==> src/include/scoc_params.svh <==
// Constants of the secondary clock output control block.
// Assumes inclusion by bare name from include/.
`ifndef SCOC_PARAMS_SVH
`define SCOC_PARAMS_SVH
`define SCOC_NUM_CLK 10
`define SCOC_ADDR_W 8
`define SCOC_DATA_W 32
`define SCOC_OFS_CTRL 8'h00
`define SCOC_OFS_PM 8'h04
`define SCOC_OFS_STAT 8'h08
`define SCOC_CTRL_RST 10'h000
`define SCOC_PM_D0 2'h0
`define SCOC_PM_D3HOT 2'h3
`define SCOC_CNT_W 4
`define SCOC_CNT_LAST 4'h9
`define SCOC_STAT_BUSY 10
`define SCOC_STAT_SYNC 11
`define SCOC_STAT_ASYNC 12
`define SCOC_STAT_STOP 13
`endif

==> src/include/scoc_pkg.sv <==
// Types of the secondary clock output control block.
// Assumes scoc_params.svh sits beside it.
package scoc_pkg;
  // Operating mode decoded from the two mode pins
  typedef enum logic [1:0] {
    SCOC_MODE_RSVD,
    SCOC_MODE_SYNC,
    SCOC_MODE_ASYNC
  } scoc_mode_e;
  // Serial mask receiver state
  typedef enum logic {
    SCOC_SH_IDLE,
    SCOC_SH_SHIFT
  } scoc_shift_e;
endpackage : scoc_pkg

==> src/core/scoc_gate.sv <==
// One glitch-free gate for a single secondary clock output.
// Assumes src_level is a clean registered clock level on clk_sys.
`timescale 1ns/10ps
`include "scoc_params.svh"

module scoc_gate (
  input wire logic clk_sys,
  input wire logic nrst,
  input wire logic src_level,
  input wire logic stop_req,
  input wire logic disable_req,
  output logic clk_out_reg
);
  import scoc_pkg::*;

  logic stop_reg;
  logic dis_reg;
  logic load_ok;

  // Gate may change only while the output is low or about to fall
  assign load_ok = !clk_out_reg || (dis_reg && !src_level);

  // -------------------------------------------------------------
  // Gate state
  // -------------------------------------------------------------
  // Stop and disable requests are taken only at a safe level
  always_ff @(posedge clk_sys or negedge nrst) begin
    if (!nrst) begin
      stop_reg <= 1'b1;
      dis_reg <= 1'b0;
    end else if (load_ok) begin
      stop_reg <= stop_req;
      dis_reg <= disable_req;
    end
  end

  // Output: stopped low, disabled static high, else the source
  always_ff @(posedge clk_sys or negedge nrst) begin
    if (!nrst) begin
      clk_out_reg <= 1'b0;
    end else if (stop_reg) begin
      clk_out_reg <= 1'b0;
    end else if (dis_reg) begin
      clk_out_reg <= 1'b1;
    end else begin
      clk_out_reg <= src_level;
    end
  end
endmodule : scoc_gate

==> src/core/scoc_top.sv <==
// Secondary clock output control: makes, gates and stops the
// secondary clocks of a bridge, and takes a serial disable mask.
// Assumes all pins are synchronous to clk_sys, which stands for
// the primary clock; software uses a plain register port.
`timescale 1ns/10ps
`include "scoc_params.svh"

// Behaviour
// Primary-side timing comes from the primary clock, secondary-side timing from the fed-back secondary clock.
// In synchronous mode all ten outputs are made in phase with the primary clock.
// Per-output disable bits in the control register switch single outputs off.
// A serial disable mask on the mask pin, driven by outside logic, also switches outputs off.
// Mask reception starts when primary reset is seen released while secondary reset is still asserted.
// Each mask bit is shifted into the control register and then disables its output.
// A mask held low leaves all outputs running; a mask held high holds all outputs high.
// The shared pin is the mask input in synchronous mode and the source clock in asynchronous mode.
// In asynchronous mode the outputs come from the asynchronous source clock.
// With clock stop enable high, D3hot stops all outputs and holds them at 0.
// With clock stop enable low, D3hot leaves the outputs untouched.
// Mode pins 1 0 give synchronous mode, 1 1 asynchronous, the rest are reserved.
// In asynchronous mode a low rate select halves the source clock.
// In asynchronous mode a high rate select passes the source clock unchanged.
// The mask is taken one bit per cycle, and gates switch only while low; a disabled gate also switches while high if its source is low.
module scoc_top #(
  parameter int NUM_CLK = `SCOC_NUM_CLK,
  parameter int ASYNC_DRIVEN = `SCOC_NUM_CLK
) (
  input wire logic clk_sys,
  input wire logic nrst,
  input wire logic [`SCOC_ADDR_W-1:0] reg_addr,
  input wire logic [`SCOC_DATA_W-1:0] reg_wdata,
  input wire logic reg_wr,
  input wire logic reg_rd,
  output logic [`SCOC_DATA_W-1:0] reg_rdata,
  input wire logic mode_select_a,
  input wire logic mode_select_b,
  input wire logic clock_rate_select,
  input wire logic clock_mask_serial_in,
  input wire logic bus_power_clock_stop_enable,
  input wire logic primary_reset_n,
  input wire logic secondary_reset_n,
  input wire logic secondary_clock_feedback_in,
  output logic secondary_bus_tick,
  output logic [NUM_CLK-1:0] secondary_clock_outputs
);
  import scoc_pkg::*;

  // -------------------------------------------------------------
  // Declarations
  // -------------------------------------------------------------
  scoc_mode_e mode;
  scoc_shift_e shift_reg;
  scoc_shift_e shift_next;
  logic [NUM_CLK-1:0] ctrl_reg;
  logic [1:0] pm_reg;
  logic [`SCOC_CNT_W-1:0] cnt_reg;
  logic prst_reg;
  logic ref_reg;
  logic async_lvl_reg;
  logic half_reg;
  logic fb_reg;
  logic shift_start;
  logic shift_done;
  logic power_stop;
  logic mask_pin;
  logic async_pin;
  logic sync_src;
  logic async_src;
  logic [NUM_CLK-1:0] out_stop;
  logic [`SCOC_DATA_W-1:0] rd_mux;

  // -------------------------------------------------------------
  // Mode and shared pin
  // -------------------------------------------------------------
  // Decode mode pins; reserved patterns stop every output
  always_comb begin
    case ({mode_select_a, mode_select_b})
      2'h2: mode = SCOC_MODE_SYNC;
      2'h3: mode = SCOC_MODE_ASYNC;
      default: mode = SCOC_MODE_RSVD;
    endcase
  end

  // Shared pin serves one role per mode
  assign mask_pin = (mode == SCOC_MODE_SYNC) &
    clock_mask_serial_in;
  assign async_pin = (mode == SCOC_MODE_ASYNC) &
    clock_mask_serial_in;

  // -------------------------------------------------------------
  // Clock sources
  // -------------------------------------------------------------
  // Reference level that follows the primary clock phase
  always_ff @(posedge clk_sys or negedge nrst) begin
    if (!nrst) begin
      ref_reg <= 1'b0;
    end else begin
      ref_reg <= ~ref_reg;
    end
  end

  // Asynchronous source level and its half-rate copy
  always_ff @(posedge clk_sys or negedge nrst) begin
    if (!nrst) begin
      async_lvl_reg <= 1'b0;
      half_reg <= 1'b0;
    end else begin
      async_lvl_reg <= async_pin;
      if (async_pin && !async_lvl_reg) begin
        half_reg <= ~half_reg;
      end
    end
  end

  // Source select for each mode and rate
  assign sync_src = ref_reg;
  assign async_src = clock_rate_select ? async_lvl_reg
    : half_reg;

  // -------------------------------------------------------------
  // Secondary-side timing from the fed-back clock
  // -------------------------------------------------------------
  // One-cycle tick on each rising edge of the feedback clock
  always_ff @(posedge clk_sys or negedge nrst) begin
    if (!nrst) begin
      fb_reg <= 1'b0;
      secondary_bus_tick <= 1'b0;
    end else begin
      fb_reg <= secondary_clock_feedback_in;
      secondary_bus_tick <= secondary_clock_feedback_in
        & ~fb_reg;
    end
  end

  // -------------------------------------------------------------
  // Serial mask receiver
  // -------------------------------------------------------------
  // Primary reset release seen while secondary reset still held
  always_ff @(posedge clk_sys or negedge nrst) begin
    if (!nrst) begin
      prst_reg <= 1'b1; // Idles released: no false release after reset
    end else begin
      prst_reg <= primary_reset_n;
    end
  end

  assign shift_start = primary_reset_n & ~prst_reg &
    ~secondary_reset_n & (mode == SCOC_MODE_SYNC) &
    (shift_reg == SCOC_SH_IDLE);
  assign shift_done = (shift_reg == SCOC_SH_SHIFT) &
    (cnt_reg == `SCOC_CNT_LAST);

  // Next state of the receiver
  always_comb begin
    case (shift_reg)
      SCOC_SH_IDLE: shift_next = shift_start ? SCOC_SH_SHIFT
        : SCOC_SH_IDLE;
      SCOC_SH_SHIFT: shift_next = shift_done ? SCOC_SH_IDLE
        : SCOC_SH_SHIFT;
      default: shift_next = SCOC_SH_IDLE;
    endcase
  end

  // State and bit counter, one mask bit per cycle
  always_ff @(posedge clk_sys or negedge nrst) begin
    if (!nrst) begin
      shift_reg <= SCOC_SH_IDLE;
      cnt_reg <= '0;
    end else begin
      shift_reg <= shift_next;
      if (shift_reg == SCOC_SH_SHIFT) begin
        cnt_reg <= cnt_reg + 1'b1;
      end else begin
        cnt_reg <= '0;
      end
    end
  end

  // -------------------------------------------------------------
  // Registers
  // -------------------------------------------------------------
  // Control: disable bits, loaded by software or by the mask
  always_ff @(posedge clk_sys or negedge nrst) begin
    if (!nrst) begin
      ctrl_reg <= `SCOC_CTRL_RST;
    end else if (shift_reg == SCOC_SH_SHIFT) begin
      ctrl_reg <= {mask_pin, ctrl_reg[NUM_CLK-1:1]};
    end else if (reg_wr && reg_addr == `SCOC_OFS_CTRL) begin
      ctrl_reg <= reg_wdata[NUM_CLK-1:0];
    end
  end

  // Power state field
  always_ff @(posedge clk_sys or negedge nrst) begin
    if (!nrst) begin
      pm_reg <= `SCOC_PM_D0;
    end else if (reg_wr && reg_addr == `SCOC_OFS_PM) begin
      pm_reg <= reg_wdata[1:0];
    end
  end

  // Read multiplexer, unmapped addresses read zero
  always_comb begin
    rd_mux = '0;
    case (reg_addr)
      `SCOC_OFS_CTRL: rd_mux[NUM_CLK-1:0] = ctrl_reg;
      `SCOC_OFS_PM: rd_mux[1:0] = pm_reg;
      `SCOC_OFS_STAT: begin
        rd_mux[NUM_CLK-1:0] = secondary_clock_outputs;
        rd_mux[`SCOC_STAT_BUSY] = (shift_reg == SCOC_SH_SHIFT);
        rd_mux[`SCOC_STAT_SYNC] = (mode == SCOC_MODE_SYNC);
        rd_mux[`SCOC_STAT_ASYNC] = (mode == SCOC_MODE_ASYNC);
        rd_mux[`SCOC_STAT_STOP] = power_stop;
      end
      default: rd_mux = '0;
    endcase
  end

  // Read data stand for the one cycle after the strobe
  always_ff @(posedge clk_sys or negedge nrst) begin
    if (!nrst) begin
      reg_rdata <= '0;
    end else if (reg_rd) begin
      reg_rdata <= rd_mux;
    end else begin
      reg_rdata <= '0;
    end
  end

  // -------------------------------------------------------------
  // Output gates
  // -------------------------------------------------------------
  // D3hot stops the clocks only with the stop enable high
  assign power_stop = bus_power_clock_stop_enable &
    (pm_reg == `SCOC_PM_D3HOT);

  // One gate per output; async mode drives only outputs below ASYNC_DRIVEN
  for (genvar i = 0; i < NUM_CLK; i++) begin : g_out
    assign out_stop[i] = power_stop | (mode == SCOC_MODE_RSVD) |
      ((mode == SCOC_MODE_ASYNC) && (i >= ASYNC_DRIVEN));
    scoc_gate u_gate (
      .clk_sys(clk_sys),
      .nrst(nrst),
      .src_level((mode == SCOC_MODE_ASYNC) ? async_src
        : sync_src),
      .stop_req(out_stop[i]),
      .disable_req(ctrl_reg[i]),
      .clk_out_reg(secondary_clock_outputs[i])
    );
  end
endmodule : scoc_top

==> config.mk <==
export PLATFORM = sky130hd
export DESIGN_NAME = scoc_top
export DESIGN_NICKNAME = d
export VERILOG_FILES = /design/src/include/scoc_pkg.sv /design/src/core/scoc_gate.sv /design/src/core/scoc_top.sv
export VERILOG_INCLUDE_DIRS = /design/src /design/src/include
export SDC_FILE = /design/constraint.sdc
export NUM_CORES = 1
export LEC_CHECK = 0
export ABC_AREA = 0
export BUFFER_PORTS_ARGS = -buffer_cell sky130_fd_sc_hd__buf_2
export CORE_ASPECT_RATIO = 1.4
export CORE_MARGIN = 1.5
export CORE_UTILIZATION = 35
export CTS_BUF_LIST = sky130_fd_sc_hd__clkbuf_2
export CTS_CLUSTER_DIAMETER = 150
export DETAILED_ROUTE_END_ITERATION = 6
export MAX_ROUTING_LAYER = met4
export PLACE_DENSITY_LB_ADDON = 0.08
export SYNTH_ARGS = -nofsm -noshare
export SYNTH_HDL_FRONTEND = slang
export SYNTH_SLANG_ARGS = --single-unit
==> constraint.sdc <==
create_clock -name clk_sys -period 1.4 [get_ports clk_sys]
set_input_delay 0.42 -clock clk_sys [delete_from_list [all_inputs] [get_ports clk_sys]]
set_output_delay 0.42 -clock clk_sys [all_outputs]
set_load 0.01 [all_outputs]
Yosys cells after proc, flatten, opt, wreduce, memory -nomap -nowiden
Cells that the tools add are included.
Cells by class
  $add $sub $neg: 1
  eq/ne operators: 8
  multiplexer cells: 33
  bitwise operators: 16
  reduce and logical (&&, ||, !) cells: 38
Operators with widths (count)
  $mux 1: 24
  $mux 10: 2
  $pmux 8 s2: 1
  $mux 14: 1
  $logic_and 1x1->1: 13
  $logic_not 1->1: 12
  $logic_or 1x1->1: 10
  $and 1x1->1: 9
  $eq 2x2->1 const B: 4
  $eq 8x3->1 const B: 1
  $eq 8x4->1 const B: 1
  $logic_not 8->1: 1
  $mux 4: 2
  $not 1->1: 6
  $pmux 2 s3: 1
  $add 4x1->4 const B: 1
  $eq 4x4->1 const B: 1
  $pmux 2 s2: 1
  $eq 2x1->1 const B: 1
  $logic_not 2->1: 1
  $pmux 1 s2: 1
  $reduce_bool 2->1: 1
  $or 1x1->1: 1
Word-level totals
  register bits: 85
  input bits: 52
  output and inout bits: 43

Logic depth before layout (Yosys ltp)
Gate-level depths: netlist of the first run.
  depth after elaboration: 7
  mapped depth: 5
  gate-level depth less buffers: 5

By module
From an unflattened synthesis of the first run, not the netlist that was laid out.
Unflattened totals
  cell total of the unflattened synthesis: 253
  area total of the unflattened synthesis: 2961.6 µm²
By module, submodules not included
  scoc_top: instances 1, cells an instance 153, area an instance 1747.9 µm²
  scoc_gate: instances 10, cells an instance 10, area an instance 121.4 µm²

Worst setup path before layout of the first run
No wires, ideal clock.
  path kind: input to register
  from: in clock_rate_select
  to: reg g_out[0].u_gate.stop_reg
  library setup time: 0.082 ns
  arrival: 1.433 ns
  data required time: 1.318 ns
  setup slack: -0.115 ns
  stages on the path: 4
  buffers on the path: 1
  cell sequence: mux2_2 > buf_2 > o221ai_1 > mux2_2
Between the ends
  word-level cells in the longest chain between the ends: 5
Ends and longest elaborated chain
  from (decl): line scoc_top.sv:37  | input wire logic clock_rate_select,
  $mux 1: line scoc_top.sv:117  | assign async_src = clock_rate_select ? async_lvl_reg
  $mux 1: line scoc_top.sv:244  | .src_level((mode == SCOC_MODE_ASYNC) ? async_src
  $logic_not 1->1: line scoc_gate.sv:21  | assign load_ok = !clk_out_reg || (dis_reg && !src_level);
  $logic_and 1x1->1: line scoc_gate.sv:21
  $logic_or 1x1->1: line scoc_gate.sv:21
  to (signal assigned): line scoc_gate.sv:32  | stop_reg <= stop_req;
  to (decl): line scoc_gate.sv:16  | logic stop_reg;
Every way passes these cells.
A chain may end at the register's enable or synchronous reset.

Worst setup path in the final report of the first run
  from: reg g_out[8].u_gate.clk_out_reg
  to: out secondary_clock_outputs[8]
RTL lines
  from (decl): line scoc_gate.sv:12  | output logic clk_out_reg
  from (signal assigned): line scoc_gate.sv:46  | clk_out_reg <= src_level;
  to (decl): line scoc_top.sv:44  | output logic [NUM_CLK-1:0] secondary_clock_outputs
No word-level cell between the ends.

==> impl_metrics.json, run 1 <==
{
  "status": "complete, but fails checks",
  "violations": "negative setup slack",
  "grt_pass1_wl_um": 12160,
  "diodes": 0,
  "arrival_ps": 1120,
  "wl_per_cell_um": 15.53,
  "synth_cell_types": 32,
  "setup-violations-final": 38,
  "path_cells": "buf_6",
  "postSynthAreaPerCell_um2": 10.83,
  "cts_tree": "done",
  "cts.clk_slew.worst_paths_ps": 200,
  "fin_cells": 492,
  "antenna_left": 0,
  "cap_violations": 0,
  "critPathKind": "reg2out",
  "rows": 41,
  "grt_start_max_net_pins": 68,
  "required_ps": 980,
  "hold_end": "ctrl_reg[5]",
  "drc": 0,
  "cp_num_buf_inv": 1,
  "syn_to_final_growth_pct": 30.35,
  "gp_congestion": 0.7746,
  "io_pins": 95,
  "synth_edf_count": 0,
  "max_freq_ghz": 0.6486,
  "worst_slack_ps": -141.9,
  "dp_cells": 458,
  "overflow": 0,
  "largest_reg_flops": 14,
  "rsz0062_at_grt": "yes",
  "reg2reg_depth": 4,
  "synthFlopType": "dfrtp_1",
  "ir_worst_vdd_mv": 0.7616,
  "r2r_slack_ps": -60,
  "top_register": "reg_rdata",
  "clock_latency_ps": 530,
  "async_flop_share_pct": 100.0,
  "finalCritPeriodShare_pct": 110.1,
  "drt_iter0_markers": 88,
  "start_util_pct": 35.98,
  "worstHoldStart": "reg_wdata[5]",
  "fin_util_pct": 46.90,
  "grt_pass1_vias": 2352,
  "fp.dieW_um": 84.42,
  "end_kind": "output pin",
  "p_leak_nw": 1.981,
  "io_buffers": 54,
  "clkSinkCount": 67,
  "finalClockSkew_ps": 29.56,
  "yosysWarnings": 0,
  "fp.dieArea_mm2": 0.009875,
  "cts_buffers": 9,
  "setup_tns_ps": -2207,
  "final_nets": 434,
  "yosysSeqAreaShare_pct": 52.04,
  "hold_violations": 0,
  "drtPass1Iterations": 4,
  "critPathMaxFanout": 2,
  "cts_buffer_depth": 2,
  "antenna_found_initial": 0,
  "place_hpwl_um": 4858,
  "nFillCells": 871,
  "cpPeakStageDelay_ps": 450,
  "hold_depth": 2,
  "via_count": 2309,
  "period_needed_ps": 1542,
  "cts_root_buf": "clkbuf_2",
  "whs_ps": 121.9,
  "cp_slowest_cell": "dfrtp_1",
  "h-tree-depth": 3,
  "synth_seq_cells": 67,
  "drive_gt1_share_pct": 45.19,
  "synth_area_mm2": 0.003248,
  "die_h_um": 117.0,
  "crit_family": "flip-flops",
  "grtUsageTotal_pct": 17.20,
  "syn-instance-count": 300,
  "multi_input_area_mm2": 0.001529,
  "slew_violations": 0,
  "wirelength_um": 7639,
  "ff_latch_area_mm2": 0.001695,
  "p_per_area_mw_per_mm2": 1316,
  "core_mm2": 0.009029,
  "setup.worst_path.start_class": "flip-flop",
  "drt-vias-per-instance": 4.693,
  "rr_startpoint": "async_lvl_reg",
  "reg2reg_to": "g_out[6].u_gate.stop_reg",
  "min_path_type": "in2reg"
}
-- cell usage after synthesis, types with 2 or more instances --
cell type | n | area [um2]
a21oi_1 | 20 | 100.1
and2_1 | 3 | 18.77
and3_1 | 3 | 18.77
buf_2 | 5 | 25.02
buf_4 | 28 | 210.2
clkbuf_1 | 8 | 30.03
dfrtp_1 | 56 | 1401
dfstp_2 | 11 | 289.0
ha_1 | 2 | 25.02
inv_1 | 24 | 90.09
mux2_2 | 22 | 247.7
mux2i_1 | 21 | 210.2
nand2_1 | 15 | 56.30
nand2b_1 | 11 | 68.82
nand3_1 | 14 | 70.07
nand3b_1 | 2 | 15.01
nor2_1 | 13 | 48.80
nor2b_1 | 6 | 37.54
o21ai_0 | 13 | 65.06
o221ai_1 | 10 | 87.58
xor2_1 | 2 | 17.52
-- what timing repair did --
item	4_1_cts	5_1_grt
hold endpoints to repair	58	0
setup buffers	11	2
pin swaps	0	19
hold buffers	3	0
setup endpoints to repair	49	52
resized for setup	19	23
gates cloned	1	1
-- final cells by class --
| cell class | instances | area share [%] |
|---|---|---|
| tap | 107 | 3.162 |
| clock buffer | 13 | 1.537 |
| timing repair buffer | 93 | 16.11 |
| inverter | 24 | 2.128 |
| sequential | 67 | 40.04 |
| clock inverter | 3 | 0.9161 |
| multi-input combinational | 185 | 36.11 |
-- placed cells by master, fill, tap and decap left out, types with 2 or more instances in the layout --
| master | synthesis | layout |
|---|---|---|
| nand3_1 | 14 | 14 |
| mux2_2 | 22 | 12 |
| and3_1 | 3 | 3 |
| mux2_4 | 0 | 10 |
| ha_1 | 2 | 2 |
| mux2i_1 | 21 | 20 |
| xor2_1 | 2 | 2 |
| o221ai_4 | 0 | 8 |
| nand2_1 | 15 | 15 |
| dfrtp_2 | 0 | 4 |
| conb_1 | 1 | 18 |
| a21oi_1 | 20 | 4 |
| buf_12 | 0 | 4 |
| nand3b_1 | 2 | 2 |
| buf_6 | 0 | 5 |
| a21oi_2 | 0 | 16 |
| nand2b_1 | 11 | 11 |
| clkbuf_2 | 0 | 13 |
| o221ai_2 | 0 | 2 |
| dlygate4sd3_1 | 0 | 3 |
| inv_1 | 24 | 24 |
| and2_1 | 3 | 3 |
| buf_2 | 5 | 50 |
| buf_4 | 28 | 28 |
| nor2b_1 | 6 | 6 |
| dfstp_2 | 11 | 11 |
| nor2_1 | 13 | 13 |
| buf_8 | 0 | 2 |
| dfrtp_1 | 56 | 52 |
| o21ai_0 | 13 | 13 |
-- worst reg2reg max path, cell delays in order (launching register included) --
cell and delay (ps):
dfrtp_1 420, mux2_4 340, buf_12 180, o221ai_4 170
mux2_4 320
-- stage by stage --
stage	worst slack, ps	total power [mW]	area [um2]
global route	-203.3	5.938	4234
finish	-141.9	5.573	4234
CTS	-167.4	5.482	4093
detailed placement	-248.1	4.067	3736
floorplan	-87.75	3.693	3412
global placement	-236.1	4.047	3736
-- cells by family after synthesis --
kind of cell               after synthesis  synth area share [%]
DFF                                     67                 52.04
buffers and inverters                   65                 10.94
muxes                                   43                 14.10
other                                    1                0.1155
adders and majority gates                2                0.7703
and+or+nand+nor                         74                 12.87
xor gates and xnor gates                 3                0.8091
AOI/OAI and AO/OA                       45                 8.359
-- power breakdown --
group,internal [mW],switching [mW]
sequential,2.37,0.289
combinational,0.932,0.853
clock,0.435,0.698
total,3.73,1.84
-- per-layer routing --
layer / track usage (%) / part of all wire, %
met4: 7.742 / 1.9
met1: 19.43 / 41
met3: 3.787 / 3.8
met2: 29.44 / 53
met5: - / 0
-- worst max-delay path by stage --
stage | slack (ps) | start | end | depth (start not counted)
2_1_floorplan | -90 | reg_addr[4] | ctrl_reg[0] | 3
3_3_place_gp | -240 | reg_addr[4] | ctrl_reg[6] | 4
3_5_place_dp | -250 | reg_addr[4] | ctrl_reg[4] | 4
4_1_cts | -170 | g_out[1].u_gate.clk_out_reg | secondary_clock_outputs[1] | 1
5_1_grt | -200 | g_out[8].u_gate.clk_out_reg | secondary_clock_outputs[8] | 1
6_report | -140 | g_out[8].u_gate.clk_out_reg | secondary_clock_outputs[8] | 1
Note: power is estimated with default switching activity, not from simulation.
==> inputs of run 2 (changes only) <==
SKIP_LAST_GASP = 1   (was unset)
==> run 2 against run 1 <==
The flow still finishes with violations (negative setup slack). Routed wire length up 0.20%. Combinational power about the same. Hold slack better by 3.2 ps. Via count up 0.65%. Non-clock buffer count unchanged. Sequential cell count unchanged. Worst setup slack better by 2.7 ps. Sequential share of layout area about the same. Utilization about the same. Register-to-register slack about the same. Critical path type unchanged. Largest cell class unchanged. Largest power group unchanged.
==> impl_metrics.json, run 2 (synthesized netlist as in run 1, its figures left out) <==
{
  "status": "complete, but fails checks",
  "violations": "negative setup slack",
  "cts_buffers": 9,
  "p_leak_nw": 1.981,
  "path_cells": "buf_6",
  "overflow": 0,
  "period_needed_ps": 1539,
  "hold_violations": 0,
  "cpPeakStageDelay_ps": 450,
  "clock_latency_ps": 530,
  "dp_slack_ps": -248.1,
  "io_pins": 95,
  "nFillCells": 871,
  "critPathMaxFanout": 2,
  "end_kind": "output pin",
  "arrival_ps": 1120,
  "drt-vias-per-instance": 4.724,
  "cap_violations": 0,
  "ir_worst_vdd_mv": 0.7617,
  "finalCritPeriodShare_pct": 109.9,
  "finalClockSkew_ps": 30.10,
  "critPathKind": "reg2out",
  "diodes": 0,
  "place_hpwl_um": 4858,
  "h-tree-depth": 3,
  "final_nets": 434,
  "required_ps": 980,
  "cp_slowest_cell": "dfrtp_1",
  "io_buffers": 54,
  "wl_per_cell_um": 15.56,
  "dp_cells": 458,
  "grt_pass1_vias": 2349,
  "antenna_found_initial": 0,
  "antenna_left": 0,
  "max_freq_ghz": 0.6497,
  "slew_violations": 0,
  "final_cell_mix": "dfrtp_1, buf_2, buf_4, inv_1, mux2i_1",
  "drc": 0,
  "cts_tree": "done",
  "rsz0062_at_grt": "yes",
  "via_count": 2324,
  "ff_latch_area_mm2": 0.001695,
  "cts_buffer_depth": 2,
  "worst_slack_ps": -139.2,
  "setup-violations-final": 39,
  "syn_to_final_growth_pct": 30.24,
  "drtPass1Iterations": 4,
  "grtUsageTotal_pct": 17.18,
  "wirelength_um": 7654,
  "p_per_area_mw_per_mm2": 1317,
  "die_h_um": 117.0,
  "grt_pass1_wl_um": 12150,
  "fp.dieW_um": 84.42,
  "multi_input_area_mm2": 0.001525,
  "grt_start_max_net_pins": 68,
  "fin_cells": 492,
  "start_util_pct": 35.98,
  "cp_num_buf_inv": 1,
  "cts.clk_slew.worst_paths_ps": 200,
  "rows": 41,
  "gp_congestion": 0.7746,
  "clkSinkCount": 67,
  "crit_family": "flip-flops",
  "cts_root_buf": "clkbuf_2",
  "top_register": "reg_rdata",
  "drive_gt1_share_pct": 44.94,
  "core_mm2": 0.009029,
  "final_common_cell": "dfrtp_1",
  "setup.worst_path.start_class": "flip-flop",
  "drt_iter0_markers": 94,
  "min_path_type": "in2reg",
  "fp.dieArea_mm2": 0.009875,
  "largest_reg_flops": 14
}
run 2: cell counts in the layout (fill, tap and decap cells not counted):
Identical to the previous run, type by type.
run 2: layout make-up:
type | instances | area share [%]
clock buffers | 13 | 1.538
clock inverters | 3 | 0.9169
inverters | 24 | 2.130
multi-input cells | 185 | 36.05
flip-flops and latches | 67 | 40.08
well taps | 107 | 3.165
repair buffers | 93 | 16.12
run 2: final timing paths:
path                                              from                    endpoint  slack, ps  cells after the start
setup / recovery           g_out[8].u_gate.clk_out_reg  secondary_clock_outputs[8]       -140                      1
setup reg to reg                         async_lvl_reg    g_out[6].u_gate.stop_reg        -60                      4
max in group asynchronous                         nrst                    prst_reg        640                      3
hold reg to reg                                 fb_reg          secondary_bus_tick        410                      1
hold / removal                            reg_wdata[6]                 ctrl_reg[6]        130                      2
min in group asynchronous                         nrst                   pm_reg[0]        410                      3
run 2: through the flow:
step	setup TNS [ps]	area [um2]	total power, mW	util, %	hold slack (ps)
after floorplan	-1003	3412	3.693	-	124.4
after global placement	-9768	3736	4.047	41.38	384.7
after detailed placement	-10300	3736	4.067	41.38	390.9
after CTS	-3473	4081	5.474	45.21	76.52
after global routing	-5674	4230	5.930	46.85	70.08
final	-2160	4230	5.570	46.85	125.0
run 2: per-layer routing:
metal	up-vias	global-route usage (%)	share of wire [%]
met4	0	7.742	1.9
met3	10	3.787	3.6
li1	1135	-	-
met5	-	-	0
met1	1127	19.38	42
met2	52	29.44	53
run 2: power breakdown:
group	switching, mW	total (mW)	leakage, nW	internal, mW
clock network	0.698	1.13	0.0736	0.435
registers	0.289	2.65	0.871	2.37
logic	0.851	1.78	1.04	0.931
run 2: repair_timing:
item / 4_1_cts / 5_1_grt
buffers inserted: 11 / 2
hold endpoints to repair: 58 / 0
gates resized for setup: 18 / 23
pin swaps: 0 / 17
hold buffers: 3 / 0
cloned: 1 / 1
setup endpoints to repair: 49 / 52
